`src/design/camera_output_mode_params.svh`:
```
// Offsets, field positions, reset values and limits of the output mode block
`ifndef CAMERA_OUTPUT_MODE_PARAMS_SVH
`define CAMERA_OUTPUT_MODE_PARAMS_SVH

// ----------------------------------------------------------------------
// Register byte offsets
// ----------------------------------------------------------------------
`define OFS_PIXEL_DEPTH     6'h00
`define OFS_LAYOUT          6'h04
`define OFS_SQRT_COMPRESS   6'h08
`define OFS_FRAME_INTERVAL  6'h0c
`define OFS_EXPOSURE        6'h10
`define OFS_READOUT_ORDER   6'h14
`define OFS_SINGLE_PORT     6'h18
`define OFS_SHUTTER         6'h1c
`define OFS_EXT_TRIGGER     6'h20
`define OFS_STATUS          6'h24

// ----------------------------------------------------------------------
// Command argument codes
// ----------------------------------------------------------------------
`define DEPTH_8BIT          2'h0
`define DEPTH_16BIT         2'h1
`define DEPTH_12BIT         2'h2
`define LAYOUT_EXPANDED     1'h0
`define LAYOUT_BASE         1'h1
`define ORDER_MIDDLE_OUT    2'h0
`define ORDER_TOP_BOTTOM    2'h2

// ----------------------------------------------------------------------
// Status fields
// ----------------------------------------------------------------------
`define ST_MODE_VALID_BIT   0
`define ST_CMD_ERROR_BIT    1
`define ST_TAPS_LSB         4
`define ST_BITS_LSB         8

// ----------------------------------------------------------------------
// Reset values and limits; interval and exposure values in sensor row times
// ----------------------------------------------------------------------
`define RST_PIXEL_DEPTH     2'h0
`define RST_LAYOUT          1'h0
`define RST_SQRT            1'h0
`define RST_INTERVAL        32'h0000_0000
`define RST_EXPOSURE        32'h0000_0000
`define MIN_INTERVAL_ROWS   32'h0000_0400
`define MIN_EXPOSURE_ROWS   32'h0000_0001

`endif

```
`src/design/camera_output_mode_pkg.sv`:
```
// Types shared by the output mode block and its users
package camera_output_mode_pkg;

    // Resolved serial video output format
    typedef struct packed {
        logic       valid;
        logic       expanded;
        logic       sqrt_en;
        logic [4:0] pixel_bits;
        logic [3:0] taps;
    } out_mode_type;

    // Readout and trigger settings seen by the sensor side
    typedef struct packed {
        logic [1:0] readout_order;
        logic       single_port;
        logic       raster_serial;
        logic       viewer_reorder;
        logic       global_shutter;
        logic       ext_trigger;
    } sensor_cfg_type;

endpackage : camera_output_mode_pkg

```
`src/design/camera_output_mode_config.sv`:
```
// Output mode, timing and readout configuration handler with Avalon-MM slave
//
// The address map and the Avalon-MM register port are this design's own decisions.
`timescale 1ns/1ps
`include "camera_output_mode_params.svh"

module camera_output_mode_config (
    // Clock and reset
    input  wire logic                                  clk_i,
    input  wire logic                                  reset_i,
    // Avalon-MM slave
    input  wire logic [5:0]                            address_i,
    input  wire logic                                  read_i,
    input  wire logic                                  write_i,
    input  wire logic [31:0]                           writedata_i,
    output logic [31:0]                                readdata_o,
    output logic                                       waitrequest_o,
    // Sensor framing pins
    input  wire logic                                  line_valid_i,
    input  wire logic                                  frame_valid_i,
    // Configuration results
    output camera_output_mode_pkg::out_mode_type       out_mode_o,
    output camera_output_mode_pkg::sensor_cfg_type     sensor_cfg_o,
    output logic [31:0]                                frame_interval_o,
    output logic [31:0]                                exposure_o,
    output logic                                       pixel_valid_o
);
    import camera_output_mode_pkg::*;

    // ------------------------------------------------------------------
    // Bus handshake
    // ------------------------------------------------------------------
    // One wait cycle lets read data come from a flop without a long path.
    logic        ack_q;
    logic        wait_q;
    logic [31:0] rdata_q;
    logic        req;
    logic        wr_en;

    assign req   = read_i | write_i;
    assign wr_en = write_i & ack_q;

    always_ff @(posedge clk_i) begin
        if (reset_i) begin
            ack_q  <= 1'b0;
            wait_q <= 1'b1;
        end else if (req && !ack_q) begin
            ack_q  <= 1'b1;
            wait_q <= 1'b0;
        end else begin
            ack_q  <= 1'b0;
            wait_q <= 1'b1;
        end
    end

    // ------------------------------------------------------------------
    // Settings
    // ------------------------------------------------------------------
    logic [1:0]  depth_q;
    logic        layout_q;
    logic        sqrt_q;
    logic [31:0] fit_req_q;
    logic [31:0] exp_req_q;
    logic [1:0]  order_q;
    logic        single_q;
    logic        global_q;
    logic        ext_trig_q;
    logic        err_q;
    logic        bad_d;

    logic [31:0] wd;
    assign wd = writedata_i;

    // Argument checks, one per command except interval and exposure
    always_comb begin
        bad_d = 1'b0;
        if (wr_en) begin
            case (address_i)
                `OFS_PIXEL_DEPTH: begin
                    bad_d = (wd > 32'h2);
                end
                `OFS_LAYOUT, `OFS_SQRT_COMPRESS: begin
                    bad_d = (wd > 32'h1);
                end
                `OFS_READOUT_ORDER: begin
                    // Order may not move while single-port is on
                    bad_d = (wd != 32'h0 && wd != 32'h2) || single_q;
                end
                `OFS_SINGLE_PORT: begin
                    bad_d = (wd > 32'h1) ||
                            (wd == 32'h1 &&
                             (order_q != `ORDER_TOP_BOTTOM ||
                              global_q || ext_trig_q));
                end
                `OFS_SHUTTER: begin
                    bad_d = (wd > 32'h1) || (wd == 32'h1 && single_q);
                end
                `OFS_EXT_TRIGGER: begin
                    bad_d = (wd > 32'h1) || (wd == 32'h1 && single_q);
                end
                default: begin
                    bad_d = 1'b0;
                end
            endcase
        end
    end

    // Refused arguments never reach a setting
    logic        wr_ok;
    assign wr_ok = wr_en & ~bad_d;

    always_ff @(posedge clk_i) begin
        if (reset_i) begin
            depth_q <= `RST_PIXEL_DEPTH;
        end else if (wr_ok && address_i == `OFS_PIXEL_DEPTH) begin
            depth_q <= wd[1:0];
        end
    end

    always_ff @(posedge clk_i) begin
        if (reset_i) begin
            layout_q <= `RST_LAYOUT;
        end else if (wr_ok && address_i == `OFS_LAYOUT) begin
            layout_q <= wd[0];
        end
    end

    always_ff @(posedge clk_i) begin
        if (reset_i) begin
            sqrt_q <= `RST_SQRT;
        end else if (wr_ok && address_i == `OFS_SQRT_COMPRESS) begin
            sqrt_q <= wd[0];
        end
    end

    // ------------------------------------------------------------------
    // Requested interval and exposure
    // ------------------------------------------------------------------
    // Any value is kept as asked; the floors are applied when resolving
    always_ff @(posedge clk_i) begin
        if (reset_i) begin
            fit_req_q <= `RST_INTERVAL;
        end else if (wr_ok && address_i == `OFS_FRAME_INTERVAL) begin
            fit_req_q <= wd;
        end
    end

    always_ff @(posedge clk_i) begin
        if (reset_i) begin
            exp_req_q <= `RST_EXPOSURE;
        end else if (wr_ok && address_i == `OFS_EXPOSURE) begin
            exp_req_q <= wd;
        end
    end

    // ------------------------------------------------------------------
    // Readout order, port mode, shutter and trigger
    // ------------------------------------------------------------------
    always_ff @(posedge clk_i) begin
        if (reset_i) begin
            order_q <= `ORDER_MIDDLE_OUT;
        end else if (wr_ok && address_i == `OFS_READOUT_ORDER) begin
            order_q <= wd[1:0];
        end
    end

    always_ff @(posedge clk_i) begin
        if (reset_i) begin
            single_q <= 1'b0;
        end else if (wr_ok && address_i == `OFS_SINGLE_PORT) begin
            single_q <= wd[0];
        end
    end

    always_ff @(posedge clk_i) begin
        if (reset_i) begin
            global_q <= 1'b0;
        end else if (wr_ok && address_i == `OFS_SHUTTER) begin
            global_q <= wd[0];
        end
    end

    always_ff @(posedge clk_i) begin
        if (reset_i) begin
            ext_trig_q <= 1'b0;
        end else if (wr_ok && address_i == `OFS_EXT_TRIGGER) begin
            ext_trig_q <= wd[0];
        end
    end

    // Sticky refusal flag; a refusal in the clearing cycle still sets it
    always_ff @(posedge clk_i) begin
        if (reset_i) begin
            err_q <= 1'b0;
        end else if (bad_d) begin
            err_q <= 1'b1;
        end else if (wr_en && address_i == `OFS_STATUS &&
                     wd[`ST_CMD_ERROR_BIT]) begin
            err_q <= 1'b0;
        end
    end

    // ------------------------------------------------------------------
    // Mode decode
    // ------------------------------------------------------------------
    // Partly entered combinations read as invalid unless they match a table entry.
    out_mode_type mode_d;
    out_mode_type mode_q;

    always_comb begin
        mode_d = '0;
        case ({depth_q, layout_q, sqrt_q})
            {`DEPTH_16BIT, `LAYOUT_EXPANDED, 1'b0}: begin
                mode_d = '{1'b1, 1'b1, 1'b0, 5'h10, 4'h5};
            end
            {`DEPTH_8BIT, `LAYOUT_EXPANDED, 1'b0}: begin
                mode_d = '{1'b1, 1'b1, 1'b0, 5'h08, 4'ha};
            end
            {`DEPTH_8BIT, `LAYOUT_BASE, 1'b0}: begin
                mode_d = '{1'b1, 1'b0, 1'b0, 5'h08, 4'h2};
            end
            {`DEPTH_12BIT, `LAYOUT_BASE, 1'b1}: begin
                mode_d = '{1'b1, 1'b0, 1'b1, 5'h0c, 4'h2};
            end
            {`DEPTH_16BIT, `LAYOUT_BASE, 1'b0}: begin
                mode_d = '{1'b1, 1'b0, 1'b0, 5'h10, 4'h1};
            end
            default: begin
                // Compression stays off outside twelve-bit mode
                mode_d = '0;
            end
        endcase
    end

    always_ff @(posedge clk_i) begin
        if (reset_i) begin
            mode_q <= '0;
        end else begin
            mode_q <= mode_d;
        end
    end

    // ------------------------------------------------------------------
    // Applied interval and exposure
    // ------------------------------------------------------------------
    logic [31:0] fit_min;
    logic [31:0] fit_q;
    logic [31:0] exp_q;

    // Single-port halves the top rate, so the floor doubles
    assign fit_min = single_q ? (`MIN_INTERVAL_ROWS << 1) :
                                `MIN_INTERVAL_ROWS;

    always_ff @(posedge clk_i) begin
        if (reset_i) begin
            fit_q <= `MIN_INTERVAL_ROWS;
        end else if (fit_req_q == 32'h0 || fit_req_q < fit_min) begin
            fit_q <= fit_min;
        end else begin
            fit_q <= fit_req_q;
        end
    end

    always_ff @(posedge clk_i) begin
        if (reset_i) begin
            exp_q <= `MIN_EXPOSURE_ROWS;
        end else if (exp_req_q == 32'h0) begin
            exp_q <= `MIN_EXPOSURE_ROWS;
        end else begin
            exp_q <= exp_req_q;
        end
    end

    // ------------------------------------------------------------------
    // Read data
    // ------------------------------------------------------------------
    logic [31:0] rd_d;

    always_comb begin
        rd_d = 32'h0;
        case (address_i)
            `OFS_PIXEL_DEPTH:    rd_d = {30'h0, depth_q};
            `OFS_LAYOUT:         rd_d = {31'h0, layout_q};
            `OFS_SQRT_COMPRESS:  rd_d = {31'h0, sqrt_q};
            `OFS_FRAME_INTERVAL: rd_d = fit_q;
            `OFS_EXPOSURE:       rd_d = exp_q;
            `OFS_READOUT_ORDER:  rd_d = {30'h0, order_q};
            `OFS_SINGLE_PORT:    rd_d = {31'h0, single_q};
            `OFS_SHUTTER:        rd_d = {31'h0, global_q};
            `OFS_EXT_TRIGGER:    rd_d = {31'h0, ext_trig_q};
            `OFS_STATUS: begin
                rd_d[`ST_MODE_VALID_BIT]          = mode_q.valid;
                rd_d[`ST_CMD_ERROR_BIT]           = err_q;
                rd_d[`ST_TAPS_LSB +: 4]           = mode_q.taps;
                rd_d[`ST_BITS_LSB +: 5]           = mode_q.pixel_bits;
            end
            default: rd_d = 32'h0;
        endcase
    end

    always_ff @(posedge clk_i) begin
        if (reset_i) begin
            rdata_q <= 32'h0;
        end else if (read_i && !ack_q) begin
            rdata_q <= rd_d;
        end
    end

    // ------------------------------------------------------------------
    // Framing
    // ------------------------------------------------------------------
    logic [1:0] lval_sync_q;
    logic [1:0] fval_sync_q;
    logic       pix_valid_q;

    always_ff @(posedge clk_i) begin
        if (reset_i) begin
            lval_sync_q <= 2'h0;
            fval_sync_q <= 2'h0;
            pix_valid_q <= 1'b0;
        end else begin
            lval_sync_q <= {lval_sync_q[0], line_valid_i};
            fval_sync_q <= {fval_sync_q[0], frame_valid_i};
            pix_valid_q <= lval_sync_q[1] & fval_sync_q[1];
        end
    end

    // ------------------------------------------------------------------
    // Outputs
    // ------------------------------------------------------------------
    sensor_cfg_type cfg_q;

    always_ff @(posedge clk_i) begin
        if (reset_i) begin
            cfg_q <= '{`ORDER_MIDDLE_OUT, 1'b0, 1'b0, 1'b1, 1'b0, 1'b0};
        end else begin
            cfg_q.readout_order  <= order_q;
            cfg_q.single_port    <= single_q;
            cfg_q.raster_serial  <= single_q;
            cfg_q.viewer_reorder <= 1'b1;
            cfg_q.global_shutter <= global_q;
            cfg_q.ext_trigger    <= ext_trig_q;
        end
    end

    assign readdata_o       = rdata_q;
    assign waitrequest_o    = wait_q;
    assign out_mode_o       = mode_q;
    assign sensor_cfg_o     = cfg_q;
    assign frame_interval_o = fit_q;
    assign exposure_o       = exp_q;
    assign pixel_valid_o    = pix_valid_q;

endmodule : camera_output_mode_config

```
`config.mk`:
```
export PLATFORM = sky130hd
export DESIGN_NAME = camera_output_mode_config
export DESIGN_NICKNAME = d
export VERILOG_FILES = /design/src/design/camera_output_mode_pkg.sv /design/src/design/camera_output_mode_config.sv
export VERILOG_INCLUDE_DIRS = /design/src /design/src/design
export SDC_FILE = /design/constraint.sdc
export NUM_CORES = 1
export LEC_CHECK = 0
export BUFFER_PORTS_ARGS = -buffer_cell sky130_fd_sc_hd__clkbuf_2
export CORE_ASPECT_RATIO = 0.75
export CORE_MARGIN = 2
export CORE_UTILIZATION = 23
export DETAILED_ROUTE_END_ITERATION = 16
export GPL_TIMING_DRIVEN = 0
export MAX_ROUTING_LAYER = met4
export PLACE_DENSITY = 0.49
export SYNTH_ARGS = -nofsm -noshare
export SYNTH_HDL_FRONTEND = slang
export SYNTH_SLANG_ARGS = --single-unit
export TNS_END_PERCENT = 30
```
`constraint.sdc`:
```
create_clock -name clk_i -period 5 [get_ports clk_i]
set_clock_uncertainty 0.15 [all_clocks]
set_input_delay 0.25 -clock clk_i [delete_from_list [all_inputs] [get_ports clk_i]]
set_output_delay 0.25 -clock clk_i [all_outputs]
set_load 0.005 [all_outputs]
```
==> results of run 1 <==
==> flip-flops by register name (all words and copies together), names as in the netlist, 5 cells and up <==
register and count:
fit_req_q 32, frame_interval_o 32, sensor_cfg_o 5, out_mode_o 7
readdata_o 32, exp_req_q 32, exposure_o 32
==> report_power, final <==
group / switching [mW] / leakage (nW) / internal [mW]
registers: 0.00949 / 1.53 / 1.52
logic: 0.115 / 1.82 / 0.0739
clock network: 0.664 / 0.280 / 0.687
==> per-layer routing <==
metal / global-route usage [%] / up-vias
met5: - / -
met4: 4.87 / 0
met3: 4.31 / 20
met2: 23.2 / 182
met1: 23.7 / 2881
li1: - / 3019
==> cells in the final DEF (no fill, tap or decap), types with 4 or more instances in the layout <==
master,netlist,routed
a21o_1,8,8
a21oi_1,38,38
a221oi_1,23,23
a22oi_1,7,7
and2_1,33,33
and3_1,4,4
buf_2,8,8
buf_4,7,7
clkbuf_1,41,41
clkbuf_16,0,17
clkbuf_2,0,156
dfxtp_1,189,189
dlygate4sd3_1,0,34
inv_1,11,11
inv_6,0,5
mux2i_1,12,12
nand2_1,121,121
nand2b_1,4,4
nand3_1,22,22
nand4_1,4,4
nor2_1,36,36
nor2b_1,40,40
nor3_1,31,31
nor4_1,25,25
o2111ai_1,6,6
o21ai_0,7,7
o21ai_1,38,38
==> worst reg2reg max path, delay by kind of cell, from the launching register on <==
kind,cells,cell delay (ns)
buffers and inverters,3,0.89
AOI/OAI and AO/OA,4,0.64
DFF,1,0.47
adders and majority gates,1,0.28
and+or+nand+nor,1,0.13
==> stage by stage <==
step / instances / util [%]
2_1_floorplan: 749 / -
3_3_place_gp: 1297 / 27.8
3_5_place_dp: 1297 / 27.8
4_1_cts: 1363 / 31.0
5_1_grt: 1366 / 31.0
6_report: 1366 / 31.0
==> repair_timing <==
action,CTS,global route
hold buffers,34,0
resized for setup,0,0
endpoints found under the hold margin,62,0
==> area by class of cell <==
class,instances,area [um2],share of cell area (%)
flip-flops and latches,189,3780,41.9
multi-input cells,491,2750,30.5
repair buffers,190,1120,12.4
well taps,392,490,5.43
clock buffers,19,453,5.02
plain buffers,57,250,2.77
clock inverters,13,123,1.36
inverters,12,45.0,0.499
diodes,3,7.51,0.0832
==> logic make-up after synthesis <==
logic type / count (synthesis)
compound gates: 143
xor+xnor: 1
fa+ha+maj: 1
buf+inv: 69
flops: 189
mux: 13
other cells: 2
simple gates: 330
==> path summary, 6_finish.rpt <==
kind / startpoint / end / slack [ns] / cells after the start
worst min register to register: lval_sync_q[0] / lval_sync_q[1] / 0.29 / 1
worst min-delay path: writedata_i[1] / fit_req_q[1] / 0.03 / 3
worst max-delay path: writedata_i[23] / depth_q[0] / 2.22 / 7
worst max register to register: single_q / fit_req_q[21] / 2.35 / 9
==> out/results.ini, run 1 <==
[clock_network]
clk_pin_slew_ns=0.07
cts_setup_buffers=0
numCtsBuffers=17
cts_tree=yes
clock_path_buffers=2
numClockSinks=189
clk_latency_ns=0.44
cts-root-buf=clkbuf_16
htreeDepth=4

[sta]
fmax_mhz=360
finalHoldViolations=0
period_minus_slack_ns=2.78
rsz0062_at_grt=no
setup_ws_ns=2.22
setup_tns_ns=0
worst_pin_slew_ns=0.751
setup_viol=0
fin_crit_sh_pct=55.6
maxSlewViolCount=0
hold_ws_ns=0.0303
max_slew_margin_pct=49.5

[global_route]
antenna_found_initial=3
grt_pass1_wl_um=37600
grt_max_degree=19
grt-ovfl-total=0
grt_use_total_pct=16.7
grt_pass1_vias=5945

[setup_path]
path_class=input pin to register
path_cells=dlygate4sd3_1 > clkbuf_2 > nor4_1 > nand4_1 > a311oi_2 > o2111a_1 > mux2i_1
slowest_delay_ns=0.63
critPathBufInv=2
critPathLaunchType=input pin
worst-path-max-fanout=8
cp_top_family=compound AO/OA/AOI/OAI gates
endpoint_kind=register
critPathSlowestCell=a311oi_2
arrival_ns=3.00
critPathRequiredTime_ns=5.22

[logic_synthesis]
syn_inst=748
yosysSeqAreaShare_pct=55.4
yosys_most_used_dff=dfxtp_1
synth_cell_types=50
yosys.area.top_type_share_pct=55.4
synthSimpleGateAreaFrac_pct=24.1
synth.area.mux_share_pct=2.09
ys_seq_elements=189
syn_avg_cell_area_um2=9.13
yosysMostFrequentCell=dfxtp_1
synth_top_cells_by_count=dfxtp_1 (189), nand2_1 (121), clkbuf_1 (41), nor2b_1 (40)
yosys_warnings=0
synthTopCellsByArea=dfxtp_1 (55%), nand2_1 (6.7%), nor2b_1 (3.7%)
synthAdderAreaFrac_pct=0.183
ys_async_sr_fraction_pct=0
synth_top_family_by_area=simple AND/OR/NAND/NOR gates
synth_compound_area_share_pct=13.7
synth_edf_count=0
synth_area_leader_cell=dfxtp_1
synth_xor_area_share_pct=0.128
synth_area_um2=6830

[detailed_routing]
via_per_inst=4.47
drc=0
ant_nets=0
wl_met3_um=1410
m1WireLength_um=12600
drt-total-wl_um=25000
post_drt_wl_per_cell_um=18.3
dr.pass1.iters=5
highest_layer=met4
drt-initial-drc-count=498
wl_met2_um=10500
vias=6102

[pwr]
power_density_nw_per_um2=340
power_mw=3.07
vdd_drop_max_mv=0.202
p_leak_nw=3.63

[run]
drv_cap=0

[die]
top_level_ports=161
die_x_um=203
start_util_pct=23.4
dieArea_um2=31100
core_area_um2=29100
dieHeight_um=153
row_count=54

[worst_hold_path]
hp-class=input pin to register

[placement]
io_buffers=156
place.gp.congestion=0.884
place_ws_ns=2.02
place_area_um2=8100
dpl.hpwl_um=19000

[final_layout]
drive_gt1_share_pct=21.6
fin_area_um2=9020
n_fill_cell=3133
nets=1003
synthToLayoutAreaGrowth_pct=32.2

[run_status]
status=finished, final reports clean

(Power assumes the default switching activity.)
==> inputs of run 2 (changes only) <==
--- a/config.mk
+++ b/config.mk
@@ -13,7 +13,7 @@
 export DETAILED_ROUTE_END_ITERATION = 16
 export GPL_TIMING_DRIVEN = 0
 export MAX_ROUTING_LAYER = met4
-export PLACE_DENSITY = 0.49
+export PLACE_DENSITY = 0.5
 export SYNTH_ARGS = -nofsm -noshare
 export SYNTH_HDL_FRONTEND = slang
 export SYNTH_SLANG_ARGS = --single-unit
==> constraint.sdc (replaced) <==
create_clock -name clk_i -period 2.55 [get_ports clk_i]
set_clock_uncertainty 0.15 [all_clocks]
set_input_delay 0.1275 -clock clk_i [delete_from_list [all_inputs] [get_ports clk_i]]
set_output_delay 0.1275 -clock clk_i [all_outputs]
set_load 0.005 [all_outputs]
==> run 2 against run 1 <==
Register-to-register slack worse by 2.1 ns. Critical path type unchanged. Die area is the same. Final area up 1.2%. Clock power rose by 110%. Combinational power rose by 98%. Final cell count up 0.22%. Highest routed layer unchanged. Largest cell class unchanged. Non-clock buffer count grew 3. First-iteration DRC count grew 7.0%. Power rose by 100%. Global-route usage is essentially flat. Sequential cell count unchanged. Critical endpoint unchanged. Critical path depth unchanged.
==> out/results.ini, run 2 (same netlist as run 1, synthesis figures left out) <==
[die]
die_x_um=203
core_area_um2=29100
row_count=54
start_util_pct=23.4
dieHeight_um=153
dieArea_um2=31100
top_level_ports=161

[pwr]
power_density_nw_per_um2=681
vdd_drop_max_mv=0.451
p_leak_nw=3.69

[detailed_routing]
via_per_inst=4.51
post_drt_wl_per_cell_um=18.3
ant_nets=0
vias=6174
drt-total-wl_um=25100
dr.pass1.iters=5
drt-initial-drc-count=533
drc=0

[setup_path]
critPathRequiredTime_ns=2.78
worst-path-max-fanout=8
endpoint_kind=register
arrival_ns=2.69
path_class=input pin to register
r2r_setup_slack_ns=0.28
critPathLaunchType=input pin

[sta]
finalHoldViolations=0
setup_tns_ns=0
worst_pin_slew_ns=0.759
fmax_mhz=406
max_slew_margin_pct=49.4
setup_ws_ns=0.0844
maxSlewViolCount=0
rsz0062_at_grt=no
setup_viol=0
fin_crit_sh_pct=96.7
period_minus_slack_ns=2.47

[global_route]
grt-ovfl-total=0
grt_pass1_vias=6010
grt_use_total_pct=16.8
antenna_found_initial=3
grt_pass1_wl_um=38000
grt_max_degree=19

[final_layout]
drive_gt1_share_pct=22.1
final_cell_mix=dfxtp_1 (188), clkbuf_2 (158), nand2_1 (121)
synthToLayoutAreaGrowth_pct=33.8
layout_commonest_cell=dfxtp_1
seq_area_um2=3780
fin_cells=1369
n_fill_cell=3095
nets=1006
multi_input_area_um2=2780

[placement]
dp.cells=1297
io_buffers=156
dpl.hpwl_um=19100
place_ws_ns=-0.353
place.gp.congestion=0.890

[clock_network]
cts-root-buf=clkbuf_16
clk_pin_slew_ns=0.08
clk_latency_ns=0.44
htreeDepth=4
numCtsBuffers=17
numClockSinks=189
cts_setup_buffers=0
cts_tree=yes
clock_path_buffers=2

[run_status]
status=finished, final reports clean

[run]
drv_cap=0

[worst_hold_path]
hp-class=input pin to register

## run 2: cell count changes in the layout (fill, tap and decap cells not counted), moves of 2 or more
cell / previous run / this run
clkbuf_8: 2 / 0
clkbuf_2: 156 / 158
dlygate4sd3_1: 34 / 37
clkbuf_1: 41 / 39
bufinv_16: 0 / 3
## run 2: final cells by class
type,count,area share [%]
flip-flops and latches,189,41.4
multi-input cells,491,30.4
repair buffers,193,12.6
well taps,392,5.37
clock buffers,17,4.66
plain buffers,57,2.78
clock inverters,15,2.22
inverters,12,0.493
diodes,3,0.0822
## run 2: metrics by stage
stage               power, mW  utilization (%)  hold slack (ns)  area (um2)
floorplan                3.24                -            0.106        6830
global placement         3.40             27.8            0.194        8100
detailed placement       3.40             27.8            0.200        8100
CTS                      6.29             31.3           0.0700        9100
global route             6.45             31.4            0.110        9140
finish                   6.22             31.4           0.0828        9140
## run 2: routing by layer
layer / GRT usage (%) / part of all wire, % / vias to the layer above / routed length, um
li1: - / - / 3039 / -
met1: 23.9 / 50 / 2921 / 12600
met2: 23.4 / 42 / 192 / 10600
met3: 4.26 / 6.1 / 22 / 1540
met4: 4.10 / 1.4 / 0 / 363
met5: - / 0 / - / 0
## run 2: repair_timing
item | in CTS | in global routing
hold endpoints to repair | 71 | 0
gates resized for setup | 2 | 6
setup endpoints to repair | 20 | 75
hold buffers | 37 | 0
## run 2: final timing paths
check | end | from | depth (start not counted)
worst max-delay path | depth_q[0] | writedata_i[23] | 7
worst min register to register | lval_sync_q[1] | lval_sync_q[0] | 1
worst min-delay path | depth_q[1] | address_i[2] | 4
worst max register to register | fit_req_q[17] | single_q | 9
## run 2: worst max-delay path, cell delays in order
cell and delay, ns:
dlygate4sd3_1 0.54, clkbuf_2 0.12, nor4_1 0.53, nand4_1 0.34, a311oi_4 0.53, o2111a_1 0.32
mux2i_1 0.19
## run 2: power breakdown
part | internal (mW) | leakage, nW | switching [mW] | total (mW)
Clock | 1.58 | 0.306 | 1.26 | 2.84
Combinational | 0.148 | 1.85 | 0.227 | 0.375
Sequential | 2.99 | 1.53 | 0.0193 | 3.00
Total | 4.72 | 3.69 | 1.50 | 6.22
